[src/icc_defines.svh]
// Register offsets, bit positions, reset values and limits
// Assumes inclusion by bare name from the capture control design files
`ifndef ICC_DEFINES_SVH
`define ICC_DEFINES_SVH

`define ICC_OFS_OD_EN 8'h40
`define ICC_OFS_OD_DIS 8'h44
`define ICC_OFS_OD_STAT 8'h48
`define ICC_OFS_CLK_EN 8'h50
`define ICC_OFS_CLK_DIS 8'h54
`define ICC_OFS_PM_STAT 8'h58
`define ICC_OFS_CMD 8'h60
`define ICC_OFS_MODE 8'h64
`define ICC_OFS_CLR 8'h6c
`define ICC_OFS_STAT 8'h70
`define ICC_OFS_DATA 8'h80

`define ICC_BIT_PIN 16
`define ICC_BIT_PIN_IO_CLK 0
`define ICC_BIT_MEASURE_CLK 1
`define ICC_BIT_SOFT_RESET 0
`define ICC_BIT_EN 1
`define ICC_BIT_DIS 2
`define ICC_BIT_START 3
`define ICC_BIT_ENS 8
`define ICC_BIT_F_END 0
`define ICC_BIT_F_OVR 1
`define ICC_BIT_F_OFL 2
`define ICC_BIT_F_RDY 3

`define ICC_MODE_RST 8'h00
`define ICC_MAX_LVL 16'h7fff
`define ICC_MAX_PER 16'hffff
`define ICC_RESP_OKAY 2'b00
`define ICC_RESP_SLVERR 2'b10

`endif

[src/icc_pkg.sv]
// Types of the input capture control block
// Assumes an AXI4-Lite master with 8-bit byte addresses
package icc_pkg;

  typedef struct packed {
    logic awvalid;
    logic [7:0] awaddr;
    logic wvalid;
    logic [31:0] wdata;
    logic [3:0] wstrb;
    logic bready;
    logic arvalid;
    logic [7:0] araddr;
    logic rready;
  } icc_axi_req_t;

  typedef struct packed {
    logic awready;
    logic wready;
    logic [1:0] bresp;
    logic bvalid;
    logic arready;
    logic [31:0] rdata;
    logic [1:0] rresp;
    logic rvalid;
  } icc_axi_rsp_t;

  typedef enum logic [1:0] {
    ICC_EDGE_ANY,
    ICC_EDGE_RISE,
    ICC_EDGE_FALL
  } icc_edge_t;

  typedef struct packed {
    logic awrdy;
    logic wrdy;
    logic ardy;
    logic aw_have;
    logic w_have;
    logic [7:0] awaddr;
    logic [31:0] wdata;
    logic bvalid;
    logic [1:0] bresp;
    logic rvalid;
    logic [31:0] rdata;
    logic [1:0] rresp;
  } icc_bus_t;

  typedef struct packed {
    icc_bus_t bus;
    logic pin_io_clock;
    logic measure_clock;
    logic od;
    logic en;
    logic armed;
    logic started;
    logic [7:0] mode;
    logic [13:0] ps_cnt;
    logic [15:0] cnt;
    logic pin_prev;
    logic [15:0] data;
    logic f_end;
    logic f_ovr;
    logic f_ofl;
    logic f_rdy;
    logic f_pin;
  } icc_state_t;

endpackage : icc_pkg

[src/icc_ctrl.sv]
// Input capture control: AXI4-Lite registers, prescaler, edge timing
// Assumes capture pin and transfer-end pulse synchronous to sys_clk
//
// The AXI4-Lite register port was chosen for this implementation.
`timescale 1ns/100ps
`include "icc_defines.svh"

module icc_ctrl (
  // Clock and reset
  input wire logic sys_clk,
  input wire logic rstn,
  // Register bus
  input wire icc_pkg::icc_axi_req_t axi_req,
  output icc_pkg::icc_axi_rsp_t axi_rsp,
  // Capture pin and transfer end
  input wire logic capture_pin,
  input wire logic xfer_done,
  // Status outputs
  output logic pin_open_drain,
  output logic capture_enabled
);
  import icc_pkg::*;

  icc_state_t st;
  icc_state_t n;
  logic do_wr;
  logic do_rd;
  logic [7:0] wa;
  logic [31:0] wd;

  function automatic logic [31:0] strb_mask(input logic [3:0] s);
    strb_mask = {{8{s[3]}}, {8{s[2]}}, {8{s[1]}}, {8{s[0]}}};
  endfunction : strb_mask

  function automatic logic [13:0] ps_limit(input logic [3:0] p);
    // Divide by one when the field is zero
    if (p == 4'h0) begin
      ps_limit = 14'h0000;
    end else begin
      ps_limit = 14'((15'h0001 << (p - 4'h1)) - 15'h0001);
    end
  endfunction : ps_limit

  function automatic icc_edge_t edge_kind(input logic [1:0] m);
    if (m == 2'b00) begin
      edge_kind = ICC_EDGE_ANY;
    end else if (m[1]) begin
      edge_kind = ICC_EDGE_RISE;
    end else begin
      edge_kind = ICC_EDGE_FALL;
    end
  endfunction : edge_kind

  function automatic logic wr_ok(input logic [7:0] a);
    if (a == `ICC_OFS_OD_EN || a == `ICC_OFS_OD_DIS) begin
      wr_ok = 1'b1;
    end else if (a == `ICC_OFS_CLK_EN || a == `ICC_OFS_CLK_DIS) begin
      wr_ok = 1'b1;
    end else if (a == `ICC_OFS_CMD || a == `ICC_OFS_MODE) begin
      wr_ok = 1'b1;
    end else if (a == `ICC_OFS_CLR) begin
      wr_ok = 1'b1;
    end else begin
      wr_ok = 1'b0;
    end
  endfunction : wr_ok

  function automatic icc_state_t icc_init();
    icc_init = '0;
    icc_init.bus.awrdy = 1'b1;
    icc_init.bus.wrdy = 1'b1;
    icc_init.bus.ardy = 1'b1;
    icc_init.armed = 1'b1;
    icc_init.mode = `ICC_MODE_RST;
  endfunction : icc_init

  icc_edge_t ek;
  logic rise;
  logic fall;
  logic ev;
  logic active;
  logic tick;
  logic take_ev;
  logic [15:0] cmax;
  logic [15:0] dur;
  logic [31:0] rd;
  logic [1:0] rr;
  icc_state_t r;

  always_comb begin
    n = st;
    r = icc_init();
    wa = st.bus.awaddr;
    wd = st.bus.wdata;
    rd = 32'h0000_0000;
    rr = `ICC_RESP_OKAY;
    // Bus channels, address and data taken in either order
    if (axi_req.awvalid && st.bus.awrdy) begin
      n.bus.aw_have = 1'b1;
      n.bus.awaddr = axi_req.awaddr;
    end
    if (axi_req.wvalid && st.bus.wrdy) begin
      n.bus.w_have = 1'b1;
      n.bus.wdata = axi_req.wdata & strb_mask(axi_req.wstrb);
    end
    if (st.bus.bvalid && axi_req.bready) begin
      n.bus.bvalid = 1'b0;
    end
    do_wr = st.bus.aw_have && st.bus.w_have && !st.bus.bvalid;
    if (do_wr) begin
      n.bus.aw_have = 1'b0;
      n.bus.w_have = 1'b0;
      n.bus.bvalid = 1'b1;
      n.bus.bresp = wr_ok(wa) ? `ICC_RESP_OKAY : `ICC_RESP_SLVERR;
    end
    if (st.bus.rvalid && axi_req.rready) begin
      n.bus.rvalid = 1'b0;
    end
    do_rd = axi_req.arvalid && st.bus.ardy;
    if (axi_req.araddr == `ICC_OFS_OD_STAT) begin
      rd[`ICC_BIT_PIN] = st.od;
    end else if (axi_req.araddr == `ICC_OFS_PM_STAT) begin
      rd[`ICC_BIT_PIN_IO_CLK] = st.pin_io_clock;
      rd[`ICC_BIT_MEASURE_CLK] = st.measure_clock;
    end else if (axi_req.araddr == `ICC_OFS_MODE) begin
      rd[7:0] = st.mode;
    end else if (axi_req.araddr == `ICC_OFS_STAT) begin
      rd[`ICC_BIT_F_END] = st.f_end;
      rd[`ICC_BIT_F_OVR] = st.f_ovr;
      rd[`ICC_BIT_F_OFL] = st.f_ofl;
      rd[`ICC_BIT_F_RDY] = st.f_rdy;
      rd[`ICC_BIT_ENS] = st.en;
      rd[`ICC_BIT_PIN] = st.f_pin;
    end else if (axi_req.araddr == `ICC_OFS_DATA) begin
      rd[15:0] = st.data;
    end else begin
      rr = `ICC_RESP_SLVERR;
    end
    if (do_rd) begin
      n.bus.rvalid = 1'b1;
      n.bus.rdata = rd;
      n.bus.rresp = rr;
      if (axi_req.araddr == `ICC_OFS_DATA) begin
        n.f_rdy = 1'b0;
      end
    end
    // Register writes; flag clears come before the sets below
    if (do_wr) begin
      if (wa == `ICC_OFS_OD_EN && wd[`ICC_BIT_PIN]) begin
        n.od = 1'b1;
      end else if (wa == `ICC_OFS_OD_DIS && wd[`ICC_BIT_PIN]) begin
        n.od = 1'b0;
      end else if (wa == `ICC_OFS_CLK_EN) begin
        n.pin_io_clock = st.pin_io_clock | wd[`ICC_BIT_PIN_IO_CLK];
        n.measure_clock = st.measure_clock | wd[`ICC_BIT_MEASURE_CLK];
      end else if (wa == `ICC_OFS_CLK_DIS) begin
        n.pin_io_clock = st.pin_io_clock & ~wd[`ICC_BIT_PIN_IO_CLK];
        n.measure_clock = st.measure_clock & ~wd[`ICC_BIT_MEASURE_CLK];
      end else if (wa == `ICC_OFS_CMD) begin
        if (wd[`ICC_BIT_EN]) begin
          n.en = 1'b1;
        end
        if (wd[`ICC_BIT_DIS]) begin
          n.en = 1'b0;
        end
      end else if (wa == `ICC_OFS_MODE) begin
        n.mode = wd[7:0];
      end else if (wa == `ICC_OFS_CLR) begin
        n.f_end = st.f_end & ~wd[`ICC_BIT_F_END];
        n.f_ovr = st.f_ovr & ~wd[`ICC_BIT_F_OVR];
        n.f_ofl = st.f_ofl & ~wd[`ICC_BIT_F_OFL];
        n.f_pin = st.f_pin & ~wd[`ICC_BIT_PIN];
      end
    end
    // Edge timing on the counter clock enable
    rise = capture_pin && !st.pin_prev;
    fall = !capture_pin && st.pin_prev;
    ek = edge_kind(st.mode[5:4]);
    ev = (ek == ICC_EDGE_ANY) ? (rise | fall) :
         ((ek == ICC_EDGE_RISE) ? rise : fall);
    cmax = st.mode[5] ? `ICC_MAX_PER : `ICC_MAX_LVL;
    active = st.en && st.measure_clock && st.armed;
    tick = active && (st.ps_cnt >= ps_limit(st.mode[3:0]));
    // Count the tick that lands on the closing edge as well
    if (tick && (st.cnt < cmax)) begin
      dur = st.cnt + 16'h0001;
    end else begin
      dur = st.cnt;
    end
    take_ev = active && ev && st.started;
    n.pin_prev = capture_pin;
    if (st.pin_io_clock && (rise || fall)) begin
      n.f_pin = 1'b1;
    end
    if (xfer_done) begin
      n.f_end = 1'b1;
    end
    if (!st.mode[7]) begin
      n.armed = 1'b1;
    end
    if (active && ev) begin
      n.started = 1'b1;
      n.cnt = 16'h0000;
      n.ps_cnt = 14'h0000;
      if (take_ev) begin
        if (st.f_rdy) begin
          n.f_ovr = 1'b1;
        end
        if (st.mode[6] || !(st.f_ovr || st.f_rdy)) begin
          // Level modes keep the level held in the top bit
          n.data = st.mode[5] ? dur :
                   {st.pin_prev, dur[14:0]};
          n.f_rdy = 1'b1;
        end
        if (st.mode[7]) begin
          n.armed = 1'b0;
        end
      end
    end else if (tick) begin
      n.ps_cnt = 14'h0000;
      if (st.cnt >= cmax) begin
        n.f_ofl = 1'b1;
      end else begin
        n.cnt = st.cnt + 16'h0001;
      end
    end else if (active) begin
      n.ps_cnt = st.ps_cnt + 14'h0001;
    end
    if (do_wr && wa == `ICC_OFS_CMD && wd[`ICC_BIT_START]) begin
      n.armed = 1'b1;
      n.started = 1'b0;
      n.cnt = 16'h0000;
      n.ps_cnt = 14'h0000;
    end
    // Soft reset keeps the bus handshake and the clock gating
    r.bus = n.bus;
    r.pin_io_clock = n.pin_io_clock;
    r.measure_clock = n.measure_clock;
    r.pin_prev = capture_pin;
    if (do_wr && wa == `ICC_OFS_CMD && wd[`ICC_BIT_SOFT_RESET]) begin
      n = r;
    end
    n.bus.awrdy = !n.bus.aw_have;
    n.bus.wrdy = !n.bus.w_have;
    n.bus.ardy = !n.bus.rvalid;
  end

  always_ff @(posedge sys_clk) begin
    if (!rstn) begin
      st <= icc_init();
    end else begin
      st <= n;
    end
  end

  always_comb begin
    axi_rsp.awready = st.bus.awrdy;
    axi_rsp.wready = st.bus.wrdy;
    axi_rsp.bresp = st.bus.bresp;
    axi_rsp.bvalid = st.bus.bvalid;
    axi_rsp.arready = st.bus.ardy;
    axi_rsp.rdata = st.bus.rdata;
    axi_rsp.rresp = st.bus.rresp;
    axi_rsp.rvalid = st.bus.rvalid;
    pin_open_drain = st.od;
    capture_enabled = st.en;
  end

  logic cmd_wr;
  assign cmd_wr = do_wr && (wa == `ICC_OFS_CMD);
endmodule : icc_ctrl

[config.mk]
export PLATFORM = sky130hd
export DESIGN_NAME = icc_ctrl
export DESIGN_NICKNAME = d
export VERILOG_FILES = /design/src/icc_pkg.sv /design/src/icc_ctrl.sv
export VERILOG_INCLUDE_DIRS = /design/src
export SDC_FILE = /design/constraint.sdc
export NUM_CORES = 1
export LEC_CHECK = 0
export ABC_CLOCK_PERIOD_IN_PS = 3500
export CAP_MARGIN = 20
export CELL_PAD_IN_SITES_DETAIL_PLACEMENT = 1
export CELL_PAD_IN_SITES_GLOBAL_PLACEMENT = 1
export CORE_ASPECT_RATIO = 0.9
export CORE_MARGIN = 4
export CORE_UTILIZATION = 40
export CTS_CLUSTER_DIAMETER = 80
export DETAILED_ROUTE_END_ITERATION = 6
export DONT_BUFFER_PORTS = 1
export HOLD_SLACK_MARGIN = 0.1
export PLACE_DENSITY_LB_ADDON = 0.1
export SYNTH_ARGS = -nofsm -noshare
export SYNTH_HDL_FRONTEND = slang
export SYNTH_SLANG_ARGS = --single-unit
[constraint.sdc]
create_clock -name sys_clk -period 3.5 [get_ports sys_clk]
set_input_delay 0.35 -clock sys_clk [delete_from_list [all_inputs] [get_ports sys_clk]]
set_output_delay 0.35 -clock sys_clk [all_outputs]
set_load 0.02 [all_outputs]
* After elaboration in Yosys (flattened, before gate mapping)
Cells that the tools add are included.
Operators by class: reductions and logical operators 54, add/subtract/negate cells 4, shift operators 1, order comparisons 3, multiplexer cells 87, eq/ne operators 25, bitwise operators 21
Operators with widths (count):
- $eq A8 B7 Y1 const B | 11
- $mux W16 | 5
- $mux W1 | 47
- $mux W35 | 1
- $and A32 B32 Y32 | 1
- $mux W32 | 1
- $mux W2 | 15
- $mux W3 | 9
- $logic_and A1 B1 Y1 | 21
- $add A16 B1 Y16 const B | 1
- $ge A16 B16 Y1 | 1
- $lt A16 B16 Y1 | 1
- $mux W8 | 2
- $reduce_and A8 Y1 | 2
- $mux W15 | 1
- $add A14 B1 Y14 const B | 1
- $ge A14 B14 Y1 | 1
- $mux W14 | 1
- $ne A2 B2 Y1 const B | 7
- $reduce_and A7 Y1 | 2
- $shl A1 B4 Y14 const A | 1
- $sub A14 B1 Y14 const B | 1
- $mux W4 | 3
- $reduce_bool A2 Y1 | 6
- 19 further kinds | 53
Storage, ports and cells: register bits 149, input port bits 61, output and inout port bits 43, word-level logic and storage cells 223

* Longest topological paths before layout
depth in word-level cells 13, depth in mapped cells 18, mapped depth without buffers 14

* Least setup slack after synthesis
OpenSTA, ideal clock, no wires.
path kind register to register, start point reg st[54] (netlist name), end point reg st[19] (netlist name), period minus slack after synthesis 3.514 ns, library setup time 0.086 ns, stages on the path, launching flop included 19, required time 3.414 ns, arrival time 3.429 ns, slack -0.014 ns, path buffers 4, cell sequence dfxtp_1 -> clkbuf_1 -> nor2_1 -> nand3b_1 -> ha_1 -> buf_1 -> or3_1 -> o21ai_0 -> a22oi_1 -> ha_1 -> nand4_1 -> nor2_1 -> and3_1 -> a221o_1 -> clkbuf_1 -> buf_1 -> nand4_1 -> xor2_1 -> a211oi_1
Between the ends: word-level cells in the longest chain between the ends 9, elaborated cells between the ends (all ways) 10, classes of those cells 2 x add/sub; 1 x order compare; 1 x shift; 3 x mux; 3 x reduce/logical
Ends and longest elaborated chain:
- start: declaration | RTL line icc_ctrl.sv:24 | icc_state_t st;
- start signal: assignment | RTL line icc_ctrl.sv:250 | st <= icc_init();
- start signal: assignment | RTL line icc_ctrl.sv:252 | st <= n;
- $sub A4 B1 Y4 | RTL line icc_ctrl.sv:40 | ps_limit = 14'((15'h0001 << (p - 4'h1)) - 15'h0001);
- $shl A1 B4 Y14 | RTL line icc_ctrl.sv:40
- $sub A14 B1 Y14 | RTL line icc_ctrl.sv:40
- $mux W14 (*) | RTL line icc_ctrl.sv:37 | if (p == 4'h0) begin
- $ge A14 B14 Y1 (*) | RTL line icc_ctrl.sv:183 | tick = active && (st.ps_cnt >= ps_limit(st.mode[3:0]));
- $logic_and A1 B1 Y1 (*) | RTL line icc_ctrl.sv:183
- $logic_and A1 B1 Y1 (*) | RTL line icc_ctrl.sv:185 | if (tick && (st.cnt < cmax)) begin
- $mux W16 (*) | RTL line icc_ctrl.sv:185
- $mux W16 (*) | RTL line icc_ctrl.sv:211 | n.data = st.mode[5] ? dur :
Mark *: on every way between the ends. The rest lies on a longest branch, timed or not. A chain may end at the register's enable or synchronous reset.

* Worst setup path in the final report
start point reg st[54] (netlist name), end point reg st[11] (netlist name)
The elaborated chain is that of the path after synthesis.

==> impl_metrics.env <==
export IMPL_min_from="xfer_done"
export IMPL_crit_start="st[54]"
export IMPL_synth_cell_types=53
export IMPL_cts_root_buf="clkbuf_16"
export IMPL_coreArea_mm2=0.01341
export IMPL_synth_area_mm2=0.005523
export IMPL_crit_path_max_incr_delay_ps=390
export IMPL_r2r_end="st[11]"
export IMPL_status="finished, final reports clean"
export IMPL_rsz0062_at_grt="no"
export IMPL_ys_warn_count=0
export IMPL_crit_arrival_ps=3520
export IMPL_final_util_pct=43.34
export IMPL_start_kind="register"
export IMPL_crit_type="register to register"
export IMPL_initial_core_util_pct=41.18
export IMPL_worstPathRequired_ps=3710
export IMPL_p_comb_share_pct=4.2
export IMPL_worst_path_max_delay_cell="dfxtp_1"
export IMPL_maxCapViolCount=0
export IMPL_areaGrowthSynthToFinish_pct=5.256
export IMPL_nets=733
export IMPL_synth_cells=682
export IMPL_seqPwrFrac_pct=52.7
export IMPL_drc=0
export IMPL_htreeDepth=3
export IMPL_final_common_cell="nor2_1"
export IMPL_finalCriticalPeriod_ps=3311
export IMPL_placed_cell_area_mm2=0.005461
export IMPL_dp_hpwl_um=10860
export IMPL_setup_tns_final_ps=0
export IMPL_layout_drive_gt1_share_pct=6.585
export IMPL_ys_ff_latch=109
export IMPL_die_h_um=119.5
export IMPL_tritoncts="yes"
export IMPL_reg2reg_depth=16
export IMPL_rows=40
export IMPL_grt_pass1_wl_um=23050
export IMPL_critical_path_max_fanout=11
export IMPL_grt_overflow=0
export IMPL_switching_power_mw=0.5719
export IMPL_ios=104
export IMPL_finalCritPeriodShare_pct=94.60
export IMPL_synthFlopType="dfxtp_1"
export IMPL_drtPass1Iterations=4
export IMPL_fillers=1602
export IMPL_setup_violations_final=0
export IMPL_clk_pin_slew_ps=70
export IMPL_swShare_pct=23.40
export IMPL_grt_max_degree=42
export IMPL_max_freq_ghz=0.3020
export IMPL_antenna_found_initial=0
export IMPL_relSlewSlack_pct=49.30
export IMPL_wl_um=14150
export IMPL_r2r_slack_ps=190
export IMPL_syn_area_per_cell_um2=8.098
export IMPL_drtIter0Drc=244
export IMPL_hold_path_class="input pin to register"
export IMPL_slew_violations=0
export IMPL_stdcell_area_mm2=0.005813
export IMPL_numCtsBuffers=9
export IMPL_clkPwrFrac_pct=43.1
export IMPL_vdd_ir_drop_max_mv=0.3329
export IMPL_num_vias=4510
export IMPL_worstHoldPathCells=2
export IMPL_cts_path_max_buffers=2
export IMPL_critical_path_endpoint_type="register"
export IMPL_synthArstFlopShare_pct=0
export IMPL_yosysSeqAreaShare_pct=39.51
export IMPL_clock_sinks=109
export IMPL_clock_skew_ps=9.584
export IMPL_cts_setup_buffers=0
export IMPL_worst_pin_slew_ps=758.7
export IMPL_grt_pass1_vias=4598
export IMPL_crit_chain="nor2_4 > nand3b_1 > ha_1 > buf_4 > nand2_1 > o21ai_0 > a22oi_1 > ha_1 > nand4_1 > nor2_1 > and3_1 > a221o_1 > buf_4 > nand4_1 > xor2_1 > a211oi_1"
export IMPL_p_leak_nw=2.114
export IMPL_track_usage_pct=17.88
export IMPL_dieArea_mm2=0.01575
export IMPL_r2r_start="st[54]"
export IMPL_clock_latency_ps=350
export IMPL_holdPathEnd="st[4]"
export IMPL_layout_common_cells="nor2_1 (111), dfxtp_1 (108), nand2_1 (63)"
export IMPL_synth_edff_count=0
export IMPL_powerDensity_mw_per_mm2=420.5
export IMPL_wire_per_inst_um=17.23
export IMPL_antenna_cells=0
export IMPL_viasPerCell=5.493
export IMPL_die_w_um=131.9
export IMPL_ant_nets=0
export IMPL_port_buffers=0
export IMPL_place_congestion=0.7763
export IMPL_hold_viol_final=0
export IMPL_internal_power_mw=1.872
==> layer usage <==
layer / vias up / routed length [um] / global-route usage [%]
met1: 2197 / 6429 / 22.30
met2: 65 / 7050 / 31.15
met5: - / 0 / 0
met4: 0 / 174 / 4.331
li1: 2235 / - / -
met3: 13 / 494 / 4.265
==> layout make-up <==
class	instances	area, um2	share of cell area [%]
clock buffer	11	242.7	4.176
clock inverter	5	66.31	1.141
inverter	17	63.81	1.098
multi-input combinational	496	2922	50.26
sequential	109	2183	37.56
tap	168	210.2	3.616
timing repair buffer	15	125.1	2.152
==> stage by stage <==
step	setup slack [ps]	power (mW)	hold WS, ps	cells
6_report	189.1	2.444	143.4	821
4_1_cts	41.79	2.483	130.3	821
3_3_place_gp	219.7	1.415	412.7	805
2_1_floorplan	79.00	1.419	370.7	698
5_1_grt	11.16	2.552	129.6	821
3_5_place_dp	69.44	1.422	419.3	805
==> synthesized netlist by cell type, types with 4 or more instances <==
library cell	instances	share of area, %
mux2i_1	9	1.6
and2_1	6	0.68
nand2b_1	4	0.45
nor2_1	112	7.6
nor3_1	5	0.45
a211oi_1	18	2.4
a21oi_1	56	5.1
ha_1	24	5.4
nand2_1	64	4.3
xor2_1	23	3.6
a22oi_1	13	1.8
o21ai_0	19	1.7
nand4_1	18	2.0
a221oi_1	6	0.95
nand3_1	34	3.1
buf_4	42	5.7
buf_2	5	0.45
dfxtp_1	109	40
and3_1	10	1.1
nor4b_1	4	0.63
inv_1	16	1.1
xnor2_1	6	0.95
clkbuf_1	25	1.7
or3_1	5	0.57
nor2b_1	8	0.91
==> state kept, by name, indices dropped and copies added, names as in the netlist, named ones only <==
register         count
axi_rsp             24
capture_enabled      1
pin_open_drain       1
st                  64
wa                   8
wd                   9
==> critical path, delay by kind of cell (launching register included) <==
family	cells	cell delay, ps
AO/OA/AOI/OAI	4	810
XOR/XNOR	1	270
adder cells (fa/ha/maj)	2	520
buffers and inverters	2	350
flip-flops	1	390
AND/OR/NAND/NOR	7	820
==> logic make-up after synthesis <==
logic type	Yosys count	synth area share, %
DFF	109	39.51
xor gates and xnor gates	29	4.599
other	1	0.06790
and+or+nand+nor	289	24.83
buffers and inverters	93	9.424
muxes	9	1.631
adders and majority gates	24	5.437
AOI/OAI and AO/OA	128	14.50
==> power groups by stage <==
stage | logic, mW | registers, mW | clock network (mW)
final | 0.103 | 1.29 | 1.05
after global routing | 0.116 | 1.29 | 1.14
after detailed placement | 0.104 | 1.32 | 0
after floorplan | 0.118 | 1.30 | 0
after global placement | 0.0990 | 1.32 | 0
after CTS | 0.104 | 1.29 | 1.09
==> how the worst max path moves through the flow <==
stage	endpoint	slack, ps	cells after the start
after global routing	st[12]	10	16
after detailed placement	st[5]	70	15
final	st[11]	190	16
after floorplan	st[19]	80	18
after CTS	st[5]	40	15
after global placement	st[5]	220	15
==> what timing repair did <==
action                                 in CTS  in global routing
endpoints found under the hold margin       0                  0
gates resized for setup                     0                 11
setup endpoints to repair                   0                 37
hold buffers                                0                  0
No activity file was read; power rests on OpenSTA's default activity.
